$ cat config.mk
export PLATFORM = sky130hd
export DESIGN_NAME = sfwg_top
export DESIGN_NICKNAME = d
export VERILOG_FILES = /design/src/sfwg_pkg.sv /design/src/sfwg_top.sv
export SDC_FILE = /design/constraint.sdc
export NUM_CORES = 2
export LEC_CHECK = 0
export BUFFER_PORTS_ARGS = -buffer_cell sky130_fd_sc_hd__buf_4
export CAP_MARGIN = 20
export CORE_UTILIZATION = 50
export CTS_BUF_LIST = sky130_fd_sc_hd__clkbuf_4
export DETAILED_ROUTE_END_ITERATION = 10
export GPL_TIMING_DRIVEN = 0
export PLACE_DENSITY = 0.61
export SYNTH_ARGS = -nofsm -noshare
export SYNTH_HDL_FRONTEND = slang
export SYNTH_SLANG_ARGS = --single-unit
$ cat constraint.sdc
create_clock -name ref_clk_i -period 11.05 [get_ports ref_clk_i]
set_input_delay 1.105 -clock ref_clk_i [delete_from_list [all_inputs] [get_ports ref_clk_i]]
set_output_delay 1.105 -clock ref_clk_i [all_outputs]
set_load 0.01 [all_outputs]
$ cat src/sfwg_pkg.sv
// ****************************************************************
// serial flash write guard: shared constants and types
// ****************************************************************
package sfwg_pkg;
   // command codes
   localparam logic [7:0] CMD_SET_WRITE_LATCH = 8'h06;
   localparam logic [7:0] CMD_CLR_WRITE_LATCH = 8'h04;
   localparam logic [7:0] CMD_READ_STATUS     = 8'h05;
   localparam logic [7:0] CMD_WRITE_STATUS    = 8'h01;
   localparam logic [7:0] CMD_PROG_PAGE       = 8'h02;
   localparam logic [7:0] CMD_PROG_QUAD       = 8'h38;
   localparam logic [7:0] CMD_ERASE_4K        = 8'h20;
   localparam logic [7:0] CMD_ERASE_32K       = 8'h52;
   localparam logic [7:0] CMD_ERASE_64K       = 8'hD8;
   localparam logic [7:0] CMD_ERASE_CHIP      = 8'h60;
   localparam logic [7:0] CMD_ERASE_CHIP_ALT  = 8'hC7;
   localparam logic [7:0] CMD_DEEP_SLEEP      = 8'hB9;
   // whole bytes expected per command, counted up to LEN_PROG_MIN
   localparam logic [2:0] LEN_SHORT    = 3'h1;
   localparam logic [2:0] LEN_STATUS   = 3'h2;
   localparam logic [2:0] LEN_ERASE    = 3'h4;
   localparam logic [2:0] LEN_PROG_MIN = 3'h5;
   // status byte layout
   localparam int         ST_BUSY_POS  = 0;
   localparam int         ST_LATCH_POS = 1;
   localparam int         ST_LEVEL_LO  = 2;
   localparam int         ST_SRWD_POS  = 7;
   localparam logic [3:0] LEVEL_RST    = 4'h0;
   localparam logic [3:0] LEVEL_ALL    = 4'h6;
   localparam logic [5:0] BLOCK_COUNT  = 6'h20;
   localparam int         BLK_LO       = 16;
   localparam logic [8:0] PAGE_BYTES   = 9'h100;
   // synchronised pin vector positions
   localparam int         PIN_CS   = 0;
   localparam int         PIN_SCLK = 1;
   localparam int         PIN_IO0  = 2;
   localparam int         PIN_W    = 6;

   typedef enum logic [2:0] {
      OP_NONE   = 3'b000,
      OP_PROG   = 3'b001,
      OP_ER4K   = 3'b010,
      OP_ER32K  = 3'b011,
      OP_ER64K  = 3'b100,
      OP_ERCHIP = 3'b101
   } sfwg_op_t;

   typedef enum logic [1:0] {
      FR_STANDBY = 2'b00,
      FR_SHIFT   = 2'b01,
      FR_IGNORE  = 2'b10
   } sfwg_frame_t;

   typedef struct packed {
      sfwg_op_t    kind;
      logic [23:0] addr;
      logic [8:0]  len;
   } sfwg_op_req_t;
endpackage

$ cat src/sfwg_top.sv
`timescale 1ns/10ps
module sfwg_top
   import sfwg_pkg::*;
(
   input  wire logic                  ref_clk_i,          // 40 MHz core clock
   input  wire logic                  srst_i,             // sync reset, high
   input  wire logic                  cs_n_i,             // chip select pin
   input  wire logic                  sclk_i,             // host serial clock pin
   input  wire logic                  data_in_io0_i,      // line 0 in
   output logic                       data_in_io0_o,      // line 0 out
   output logic                       data_in_io0_oe_n_o, // line 0 drive, low
   input  wire logic                  data_out_io1_i,     // line 1 in
   output logic                       data_out_io1_o,     // line 1 out
   output logic                       data_out_io1_oe_n_o,// line 1 drive, low
   input  wire logic                  protect_pin_io2_i,  // protect pin / line 2 in
   output logic                       protect_pin_io2_o,  // line 2 out
   output logic                       protect_pin_io2_oe_n_o, // line 2 drive, low
   input  wire logic                  reset_pin_io3_i,    // reset pin / line 3 in
   output logic                       reset_pin_io3_o,    // line 3 out
   output logic                       reset_pin_io3_oe_n_o,   // line 3 drive, low
   input  wire logic                  quad_command_mode_i,// four-line mode
   input  wire logic                  top_bottom_i,       // protect from block 0
   input  wire logic                  op_done_i,          // array engine finished
   input  wire logic [7:0]            page_rd_idx_i,      // page buffer index
   output logic [7:0]                 page_rd_data_o,     // page buffer byte
   output logic                       op_start_o,         // start pulse
   output sfwg_pkg::sfwg_op_req_t     op_req_o,           // operation request
   output logic [7:0]                 status_o,           // status byte
   output logic                       standby_o,          // idle indication
   output logic                       deep_sleep_o        // deep sleep state
);
   import sfwg_pkg::*;

   // ****************************************************************
   // pin synchronisers and edge detection
   // ****************************************************************
   logic [PIN_W-1:0] pin_raw;
   logic [PIN_W-1:0] sync1_reg;
   logic [PIN_W-1:0] sync2_reg;
   logic             cs_d_reg;
   logic             sclk_d_reg;

   assign pin_raw = {reset_pin_io3_i, protect_pin_io2_i, data_out_io1_i, data_in_io0_i, sclk_i, cs_n_i};

   always_ff @(posedge ref_clk_i) begin
      sync1_reg  <= pin_raw;
      sync2_reg  <= sync1_reg;
      cs_d_reg   <= srst_i ? 1'b1 : sync2_reg[PIN_CS];
      sclk_d_reg <= sync2_reg[PIN_SCLK];
   end

   wire       cs_s      = sync2_reg[PIN_CS];
   wire [3:0] io_s      = sync2_reg[PIN_IO0+3:PIN_IO0];
   wire       cs_fall   = ~cs_s & cs_d_reg;
   wire       cs_rise   = cs_s & ~cs_d_reg;
   // sampling on rising edges only serves both idle levels of the clock
   wire       sclk_rise = sync2_reg[PIN_SCLK] & ~sclk_d_reg;
   wire       sclk_fall = ~sync2_reg[PIN_SCLK] & sclk_d_reg;

   // ****************************************************************
   // frame shifter
   // ****************************************************************
   sfwg_frame_t frame_reg;
   logic [2:0]  bit_reg;
   logic [2:0]  byte_reg;
   logic [8:0]  data_cnt_reg;
   logic [7:0]  sh_reg;
   logic [7:0]  cmd_reg;
   logic [7:0]  wsr_data_reg;
   logic [23:0] addr_reg;
   logic [7:0]  page_mem [0:255];
   logic        sleep_reg;
   logic        wel_reg;
   logic        wip_reg;
   logic        srwd_reg;
   logic [3:0]  level_reg;
   logic        rdsr_reg;
   logic [2:0]  out_idx_reg;
   logic        io1_out_reg;
   logic        op_start_reg;
   sfwg_op_req_t op_req_reg;

   wire        shift_edge = sclk_rise & ~cs_s & (frame_reg == FR_SHIFT);
   wire [2:0]  bit_next   = quad_command_mode_i ? 3'(bit_reg + 3'h4) : 3'(bit_reg + 3'h1);
   wire [7:0]  sh_next    = quad_command_mode_i ? {sh_reg[3:0], io_s} : {sh_reg[6:0], io_s[0]};
   wire        byte_done  = shift_edge & (bit_next == 3'h0);
   wire        cmd_byte   = byte_done & (byte_reg == 3'h0);

   // ****************************************************************
   // command decode and guard
   // ****************************************************************
   wire is_set_write_latch_cmd  = cmd_reg == CMD_SET_WRITE_LATCH;
   wire is_wrdi  = cmd_reg == CMD_CLR_WRITE_LATCH;
   wire is_wrsr  = cmd_reg == CMD_WRITE_STATUS;
   wire is_prog  = (cmd_reg == CMD_PROG_PAGE) | (cmd_reg == CMD_PROG_QUAD);
   wire is_er4k  = cmd_reg == CMD_ERASE_4K;
   wire is_er32k = cmd_reg == CMD_ERASE_32K;
   wire is_er64k = cmd_reg == CMD_ERASE_64K;
   wire is_erase = is_er4k | is_er32k | is_er64k;
   wire is_ce    = (cmd_reg == CMD_ERASE_CHIP) | (cmd_reg == CMD_ERASE_CHIP_ALT);
   wire is_dp    = cmd_reg == CMD_DEEP_SLEEP;
   wire is_short = is_set_write_latch_cmd | is_wrdi | is_ce | is_dp;
   wire is_start = is_prog | is_erase | is_ce;

   wire len_ok = (bit_reg == 3'h0)
               & ((is_short & byte_reg == LEN_SHORT) | (is_wrsr & byte_reg == LEN_STATUS)
               | (is_erase & byte_reg == LEN_ERASE) | (is_prog & byte_reg == LEN_PROG_MIN));
   wire need_wel = is_wrsr | is_start;

   wire [5:0] blk       = {1'b0, addr_reg[BLK_LO+4:BLK_LO]};
   wire [2:0] lvl_m1    = 3'(level_reg[2:0] - 3'h1);
   wire [5:0] n_blk     = 6'h01 << lvl_m1;
   wire [5:0] top_first = 6'(BLOCK_COUNT - n_blk);
   wire       lvl_all   = level_reg >= LEVEL_ALL;
   wire       blk_prot  = lvl_all | ((level_reg != 4'h0)
                        & (top_bottom_i ? (blk < n_blk)
                                        : (blk >= top_first)));
   wire       ce_ok     = level_reg == 4'h0;
   wire       prot_hit  = ((is_prog | is_erase) & blk_prot) | (is_ce & ~ce_ok);
   // pin protection only while the pin is a pin, not a data line
   wire       pin_lock  = ~io_s[2] & ~quad_command_mode_i;
   wire       frame_end = cs_rise & (frame_reg == FR_SHIFT);
   // any failed check leaves array and status alone
   wire       accept    = frame_end & len_ok & ~prot_hit & ~wip_reg
                        & (~need_wel | wel_reg);

   sfwg_op_t op_kind;
   assign op_kind = is_prog  ? OP_PROG  : is_er4k  ? OP_ER4K :
                    is_er32k ? OP_ER32K : is_er64k ? OP_ER64K :
                    is_ce    ? OP_ERCHIP : OP_NONE;

   // ****************************************************************
   // frame state
   // ****************************************************************
   always_ff @(posedge ref_clk_i) begin
      if (srst_i) begin
         frame_reg <= FR_STANDBY;
         sleep_reg <= 1'b0;
      end else begin
         unique case (frame_reg)
            FR_STANDBY: begin
               if (cs_fall) begin
                  // apart from reset, a select toggle is the only thing that ends deep sleep
                  frame_reg <= sleep_reg ? FR_IGNORE : FR_SHIFT;
                  sleep_reg <= 1'b0;
               end
            end
            FR_SHIFT: begin
               if (cs_rise) begin
                  frame_reg <= FR_STANDBY;
               end
               if (accept & is_dp) begin
                  sleep_reg <= 1'b1;
               end
            end
            FR_IGNORE: begin
               if (cs_rise) begin
                  frame_reg <= FR_STANDBY;
               end
            end
            default: frame_reg <= FR_STANDBY;
         endcase
      end
   end

   always_ff @(posedge ref_clk_i) begin
      if (srst_i | (frame_reg != FR_SHIFT)) begin
         bit_reg      <= 3'h0;
         byte_reg     <= 3'h0;
         data_cnt_reg <= 9'h000;
      end else if (shift_edge) begin
         bit_reg <= bit_next;
         if (byte_done & (byte_reg != LEN_PROG_MIN)) begin
            byte_reg <= 3'(byte_reg + 3'h1);
         end
         if (byte_done & (byte_reg >= LEN_ERASE) & (data_cnt_reg != PAGE_BYTES)) begin
            data_cnt_reg <= 9'(data_cnt_reg + 9'h001);
         end
      end
   end

   // data beyond one page all lands on buffer entry 0; the count saturates at PAGE_BYTES
   always_ff @(posedge ref_clk_i) begin
      if (shift_edge) begin
         sh_reg <= sh_next;
      end
      if (cmd_byte) begin
         cmd_reg <= sh_next;
      end
      if (byte_done & (byte_reg == 3'h1)) begin
         wsr_data_reg <= sh_next;
      end
      if (byte_done & (byte_reg != 3'h0) & (byte_reg < LEN_ERASE)) begin
         addr_reg <= {addr_reg[15:0], sh_next};
      end
      if (byte_done & (byte_reg >= LEN_ERASE)) begin
         page_mem[data_cnt_reg[7:0]] <= sh_next;
      end
   end

   // ****************************************************************
   // status bits and operation launch
   // ****************************************************************
   always_ff @(posedge ref_clk_i) begin
      if (srst_i) begin
         wel_reg      <= 1'b0;
         wip_reg      <= 1'b0;
         srwd_reg     <= 1'b0;
         level_reg    <= LEVEL_RST;
         op_start_reg <= 1'b0;
         op_req_reg   <= '0;
      end else begin
         op_start_reg <= accept & is_start;
         if (accept & is_start) begin
            op_req_reg <= '{kind: op_kind, addr: addr_reg, len: data_cnt_reg};
            wip_reg    <= 1'b1;
         end else if (op_done_i) begin
            wip_reg    <= 1'b0;
         end
         if (op_done_i & wip_reg) begin
            wel_reg <= 1'b0;
         end else if (accept & (is_wrdi | is_wrsr)) begin
            wel_reg <= 1'b0;
         end else if (accept & is_set_write_latch_cmd) begin
            wel_reg <= 1'b1;
         end
         if (accept & is_wrsr & ~pin_lock) begin
            level_reg <= wsr_data_reg[ST_LEVEL_LO+3:ST_LEVEL_LO];
            srwd_reg  <= wsr_data_reg[ST_SRWD_POS];
         end
      end
   end

   wire [7:0] status_w = {srwd_reg, 1'b0, level_reg, wel_reg, wip_reg};

   // ****************************************************************
   // status read output on line 1, single-line mode only
   // ****************************************************************
   // output moves about three core cycles after the falling clock edge
   always_ff @(posedge ref_clk_i) begin
      if (srst_i | cs_rise) begin
         rdsr_reg    <= 1'b0;
         out_idx_reg <= 3'h0;
         io1_out_reg <= 1'b0;
      end else begin
         if (cmd_byte & (sh_next == CMD_READ_STATUS) & ~quad_command_mode_i) begin
            rdsr_reg <= 1'b1;
         end
         if (rdsr_reg & sclk_fall) begin
            io1_out_reg <= status_w[3'h7 - out_idx_reg];
            out_idx_reg <= 3'(out_idx_reg + 3'h1);
         end
      end
   end

   assign data_in_io0_o          = 1'b0;
   assign data_in_io0_oe_n_o     = 1'b1;
   assign data_out_io1_o         = io1_out_reg;
   assign data_out_io1_oe_n_o    = ~rdsr_reg;
   assign protect_pin_io2_o      = 1'b0;
   assign protect_pin_io2_oe_n_o = 1'b1;
   assign reset_pin_io3_o        = 1'b0;
   assign reset_pin_io3_oe_n_o   = 1'b1;
   assign page_rd_data_o         = page_mem[page_rd_idx_i];
   assign op_start_o             = op_start_reg;
   assign op_req_o               = op_req_reg;
   assign status_o               = status_w;
   assign standby_o              = (frame_reg == FR_STANDBY) & ~wip_reg;
   assign deep_sleep_o           = sleep_reg;
endmodule // sfwg_top

; ---- Word level (Yosys, flattened, before mapping)
; Memories as Yosys holds them, arrays and structs flattened.
; Cells that the tools add are included.
[word_totals]
output_inout_bits = 63
mem_count = 1
ram_bits = 2048
regBits = 128
[mem_list]
columns = memory, depth, word_bits, read_ports, rd_clocked_by_memory_dff, write_ports, line
row1 = page_mem, 256, 8, 1, 0, 1, sfwg_top.sv:71  ; logic [7:0] page_mem [0:255];
[classes]
n_addsub = 8
muxes = 21
eq_ne = 24
reduce_logical = 15
magnitude_cmp = 6
n_shift = 1
n_bitwise = 70
[op_table]
columns = operator, count
row1 = $and 1x1->1, 39
row2 = $eq 8x3->1 const B, 3
row3 = $eq 8x8->1 const B, 3
row4 = $or 1x1->1, 19
row5 = $mux 3, 6
row6 = $eq 8x6->1 const B, 2
row7 = $eq 8x7->1 const B, 2
row8 = $not 1->1, 12
row9 = $add 3x1->3 const B, 3
row10 = $add 9x1->9 const B, 1
row11 = $logic_not 3->1, 3
row12 = $ne 9x9->1 const B, 1
row13 = $eq 8x1->1 const B, 1
row14 = $eq 8x2->1 const B, 1
row15 = $mux 1, 8
row16 = $mux 8, 1
row17 = $eq 3x3->1 const B, 2
row18 = $ge 5x6->1, 1
row19 = $lt 5x6->1, 1
row20 = $mux 2, 3
row21 = $ne 2x1->1 const B, 3
row22 = $reduce_and 2->1, 3
row23 = $shl 1x3->6 const A, 1
row24 = $sub 6x6->6 const A, 1
row25 = other kinds (24), 25

; ---- Longest topological paths before layout
[depth]
word_depth = 16
ltp_mapped = 15
depth_no_buf = 13

; ---- Worst setup path before layout
; OpenSTA, ideal clock, no wires.
[synth_timing]
path_type = flip-flop to flip-flop
startpoint = reg sync2_reg[2]
endpoint = reg addr_reg[0], data pin
required_time_ns = 10.187
slack_ns = 6.753
path_buffers = 0
period_less_slack_ns = 4.297
arrival_time_ns = 3.434
stages_incl_launch_ff = 1
cell_sequence = dfxtp_1
[synth_between]
elab_chain_len = 1
[synth_rtl]
columns = element, line
row1 = from (decl), sfwg_top.sv:39  ; logic [PIN_W-1:0] sync2_reg;
row2 = from (signal assigned), sfwg_top.sv:47  ; sync2_reg <= sync1_reg;
row3 = $mux 8, sfwg_top.sv:85  ; wire [7:0] sh_next = quad_command_mode_i ? {sh_reg[3:0], io_s} : {sh_reg[6:0], io_s[0]};
row4 = to (signal assigned), sfwg_top.sv:194  ; addr_reg <= {addr_reg[15:0], sh_next};
row5 = to (decl), sfwg_top.sv:70  ; logic [23:0] addr_reg;
; Every way passes these cells.
; A chain may end at the register's enable or synchronous reset.

; ---- Final worst setup path
[layout_timing]
startpoint = in page_rd_idx_i[4]
endpoint = out page_rd_data_o[6]
[layout_between]
elab_chain_len = 1
[layout_rtl]
columns = element, line
row1 = from (decl), sfwg_top.sv:24  ; input wire logic [7:0] page_rd_idx_i,
row2 = $mem_v2 256x8, -
row3 = to (decl), sfwg_top.sv:25  ; output logic [7:0] page_rd_data_o,
; Every way passes these cells.

==> summary.md <==
| Metric | Value |
|---|---|
| Max FFs per register | `2,048` |
| Crit start category | `primary input` |
| CTS sink cnt | `between 2,000 and 2,500` |
| GP Congestion | `approximately 0.95` |
| Warnings from Yosys | `0` |
| Port Buffer Count | `about 70` |
| Die area | `0.171 mm^2` |
| Number of synthesized register bits | `around 2,200` |
| Post-synth EDFFs | `~2,100` |
| Drt pass-1 iters | `6` |
| GR Overflow Total | `0` |
| Number of setup violations in the final report | `0` |
| Pre-CTS setup slack | `~4100 ps` |
| Vias in the first global route | `47,900` |
| Post-CTS Setup Bufs | `0` |
| Post-route minimum period | `7240 ps` |
| Placeable Area | `between 0.15 and 0.2 mm^2` |
| Total routed wirelength | `between 200,000 and 300,000 um` |
| Initial antenna violation count | `24` |
| Final ANT Viol Nets | `0` |
| CP Cell Sequence | `buf_2 > buf_4 > buf_2 > buf_1 > buf_8 > nand2_1 > a211oi_1 > a31oi_1 > nand4_1 > nand4_1 > a311oi_2 > buf_4` |
| Hold path cells | `3` |
| Setup TNS | `0 ps` |
| WL/cell | `~37 um` |
| Highest clock rate | `0.138 GHz` |
| Post-synth top area share | `~74%` |
| CP max stage cell | `a311oi_2` |
| Placed standard-cell area | `between 0.08 and 0.09 mm^2` |
| Post-synth top area cell | `edfxtp_1` |
| I/O Pins | `a little over 80` |
| Total track usage | `about a third` |
| Die height | `about 410 um` |
| Largest net degree at the start of global routing | `~140` |
| WP data arrival | `slightly above 6000 ps` |
| Slew Limit Fails | `0` |
| Hold Crit Class | `in -> reg` |
| Vias/cell | `6.52` |
| Buf+Inv Stages, Crit Path | `6` |
| CTS tree | `done` |
| Initial DRC Count | `7,571` |
| Setup crit end | `page_rd_data_o[6]` |
| Post-cts sizing count | `0` |
| Layout cells sized above 1 | `between 20 and 30%` |
| Total CTS buffers | `582` |
| CP endpoint kind | `primary output` |
| Avg Cell Area, Syn | `about 19 um^2` |
| DPL Wire Length | `184,000 um` |
| Status | `finished clean` |
| Site row count | `150` |
| CTS clock-pin slew for the worst setup and hold paths | `roughly 50 ps` |
| Cell at the root of the clock tree | `clkbuf_4` |
| Clk buf depth | `4` |
| Stages on worst setup path | `12` |
| Cell variety after synth | `between 70 and 80` |
| Mapped Cells | `between 4,000 and 5,000` |
| Vias | `50,000` |
| Commonest non-fill, non-tap cell in the layout | `edfxtp_1` |
| Seq/Total Area, Yosys | `76.0%` |
| Top cells by area, synth | `edfxtp_1, mux4_2, mux2i_1` |
| Worst Tran Pin Value | `1300 ps` |
| Primary FF master, synth | `edfxtp_1` |
| Clock Latency Late Sink | `around 1400 ps` |
| Pwr dens | `around 170 mW/mm^2` |
| Post-Syn Area | `0.0847 mm^2` |
| Synthesis-to-finish area growth | `13.3%` |
| Critical path class | `in -> out` |
| Part of the cycle the worst path needs | `between 60% and 70%` |
| Critical R2R Launch | `frame_reg[0]$_SDFFE_PP0P_` |
| Crit. Startpoint | `page_rd_idx_i[4]` |
| Max_slew headroom | `a little over an eighth` |
| DRC violations left | `0` |
| Fin area | `0.0960 mm^2` |
| Starting Density | `50.5%` |
| PnR worst setup slack | `approximately 3800 ps` |
| Max Cap Viol | `0` |
| Reg-to-reg endpoint | `page_mem[102][1]$_DFFE_PP_` |
| Static leakage | `a little over 30 nW` |
| Reg2reg path depth | `8` |
| Crit-path leading delay family | `buffers and inverters` |
| Synth async-reset ratio | `0%` |
| Max FO, Critical Path | `10` |
| Global-route wire length before repair | `roughly 380,000 um` |
| Reg2reg setup slack | `between 6000 and 7000 ps` |
| Worst vdd ir | `approximately 0.00014 V` |
| Clk_skew | `just under 80 ps` |
| Final hold violation count | `0` |
| Commonest non-fill, non-tap cells in the layout | `edfxtp_1, clkbuf_4, mux4_2` |
| RSZ-0062 raised after global routing | `false` |
| Htree depth | `6` |
| Die width | `a little over 400 um` |
| Nets | `between 5,000 and 6,000` |
| Slowest cell delay on critical path | `approximately 950 ps` |
| Worst EP required | `9950 ps` |
-- synth_stat cells (all sizes together), types with 3 or more instances --
master	count
a2111oi	30
a31oi	16
nand2b	24
o21ai	63
a221o	5
a311oi	3
xnor2	7
inv	22
xor2	10
dfxtp	81
o221ai	12
nand3b	5
a22oi	122
a211o	3
o22ai	20
mux4	415
nor4	31
nand4	15
nand3	60
a21oi	116
nand2	93
o2111ai	5
buf	155
or3	5
nor3b	4
and3	15
a211oi	49
a32oi	5
mux2i	164
o211ai	12
nand4b	12
nor2	357
a221oi	17
mux2	27
a22o	34
or2	3
edfxtp	2092
clkbuf	109
nor2b	53
ha	24
nor3	35
and2	11
-- worst register-to-register path, delay by kind of cell, from the launching register on --
family,cells,cell delay [ps]
simple gates,4,2160
flops,1,360
fa+ha+maj,1,240
buf+inv,2,990
compound gates,1,500
-- stage by stage --
stage                     hold slack, ps  util, %  power, W  std cells
after floorplan                      310        -   0.00963       4374
after global placement               310     52.5    0.0101       6649
after detailed placement             314     53.1    0.0101       6697
after CTS                           99.8     57.2    0.0168       7653
after global routing                 171     57.2    0.0172       7658
final                                222     57.2    0.0168       7662
-- layout make-up --
| class | count | area [um^2] |
|---|---|---|
| fillers | 13100 | 71800 |
| flip-flops and latches | 2173 | 64400 |
| multi-input cells | 1914 | 19000 |
| clock buffers | 833 | 6250 |
| well taps | 2204 | 2760 |
| repair buffers | 128 | 1470 |
| plain buffers | 264 | 1390 |
| clock inverters | 116 | 556 |
| inverters | 23 | 86.3 |
| diodes | 7 | 17.5 |
-- layer usage --
metal	GRT usage, %	vias to the layer above	wire, um
met2	48.2	3724	126000
met1	45.0	25800	105000
met4	15.9	28	13700
met3	11.4	669	37900
met5	0	-	172
li1	-	19700	-
-- power by group --
part | switching [W] | total, W | internal (W)
Combinational | 0.000665 | 0.000938 | 0.000274
Sequential | 0.00000239 | 0.00901 | 0.00900
Clock | 0.00330 | 0.00681 | 0.00351
Total | 0.00397 | 0.0168 | 0.0128
-- worst min-delay path by stage --
| stage | end | startpoint |
|---|---|---|
| after floorplan | sync2_reg[0]$_DFF_P_ | sync1_reg[0]$_DFF_P_ |
| after global placement | sync2_reg[4]$_DFF_P_ | sync1_reg[4]$_DFF_P_ |
| after detailed placement | sync2_reg[4]$_DFF_P_ | sync1_reg[4]$_DFF_P_ |
| after CTS | out_idx_reg[0]$_SDFFE_PP0P_ | srst_i |
| after global routing | rdsr_reg$_SDFFE_PP0P_ | srst_i |
| final | data_out_io1_o$_SDFFE_PP0P_ | srst_i |
-- cell families (layout without fill, tap and decap cells) --
group | after synthesis | after routing | share of synthesized area (%)
compound gates | 528 | 528 | 4.35
xor+xnor | 17 | 17 | 0.176
fa+ha+maj | 24 | 24 | 0.354
buf+inv | 287 | 1364 | 1.73
flops | 2173 | 2173 | 76.0
mux | 606 | 606 | 13.3
other cells | 2 | 14 | 0.00886
simple gates | 732 | 732 | 4.02
-- timing repair --
item	4_1_cts	5_1_grt
hold endpoints to repair	7	0
endpoints found under the setup margin	0	0
hold buffers	7	0
Power figures use the tool's default switching activity.
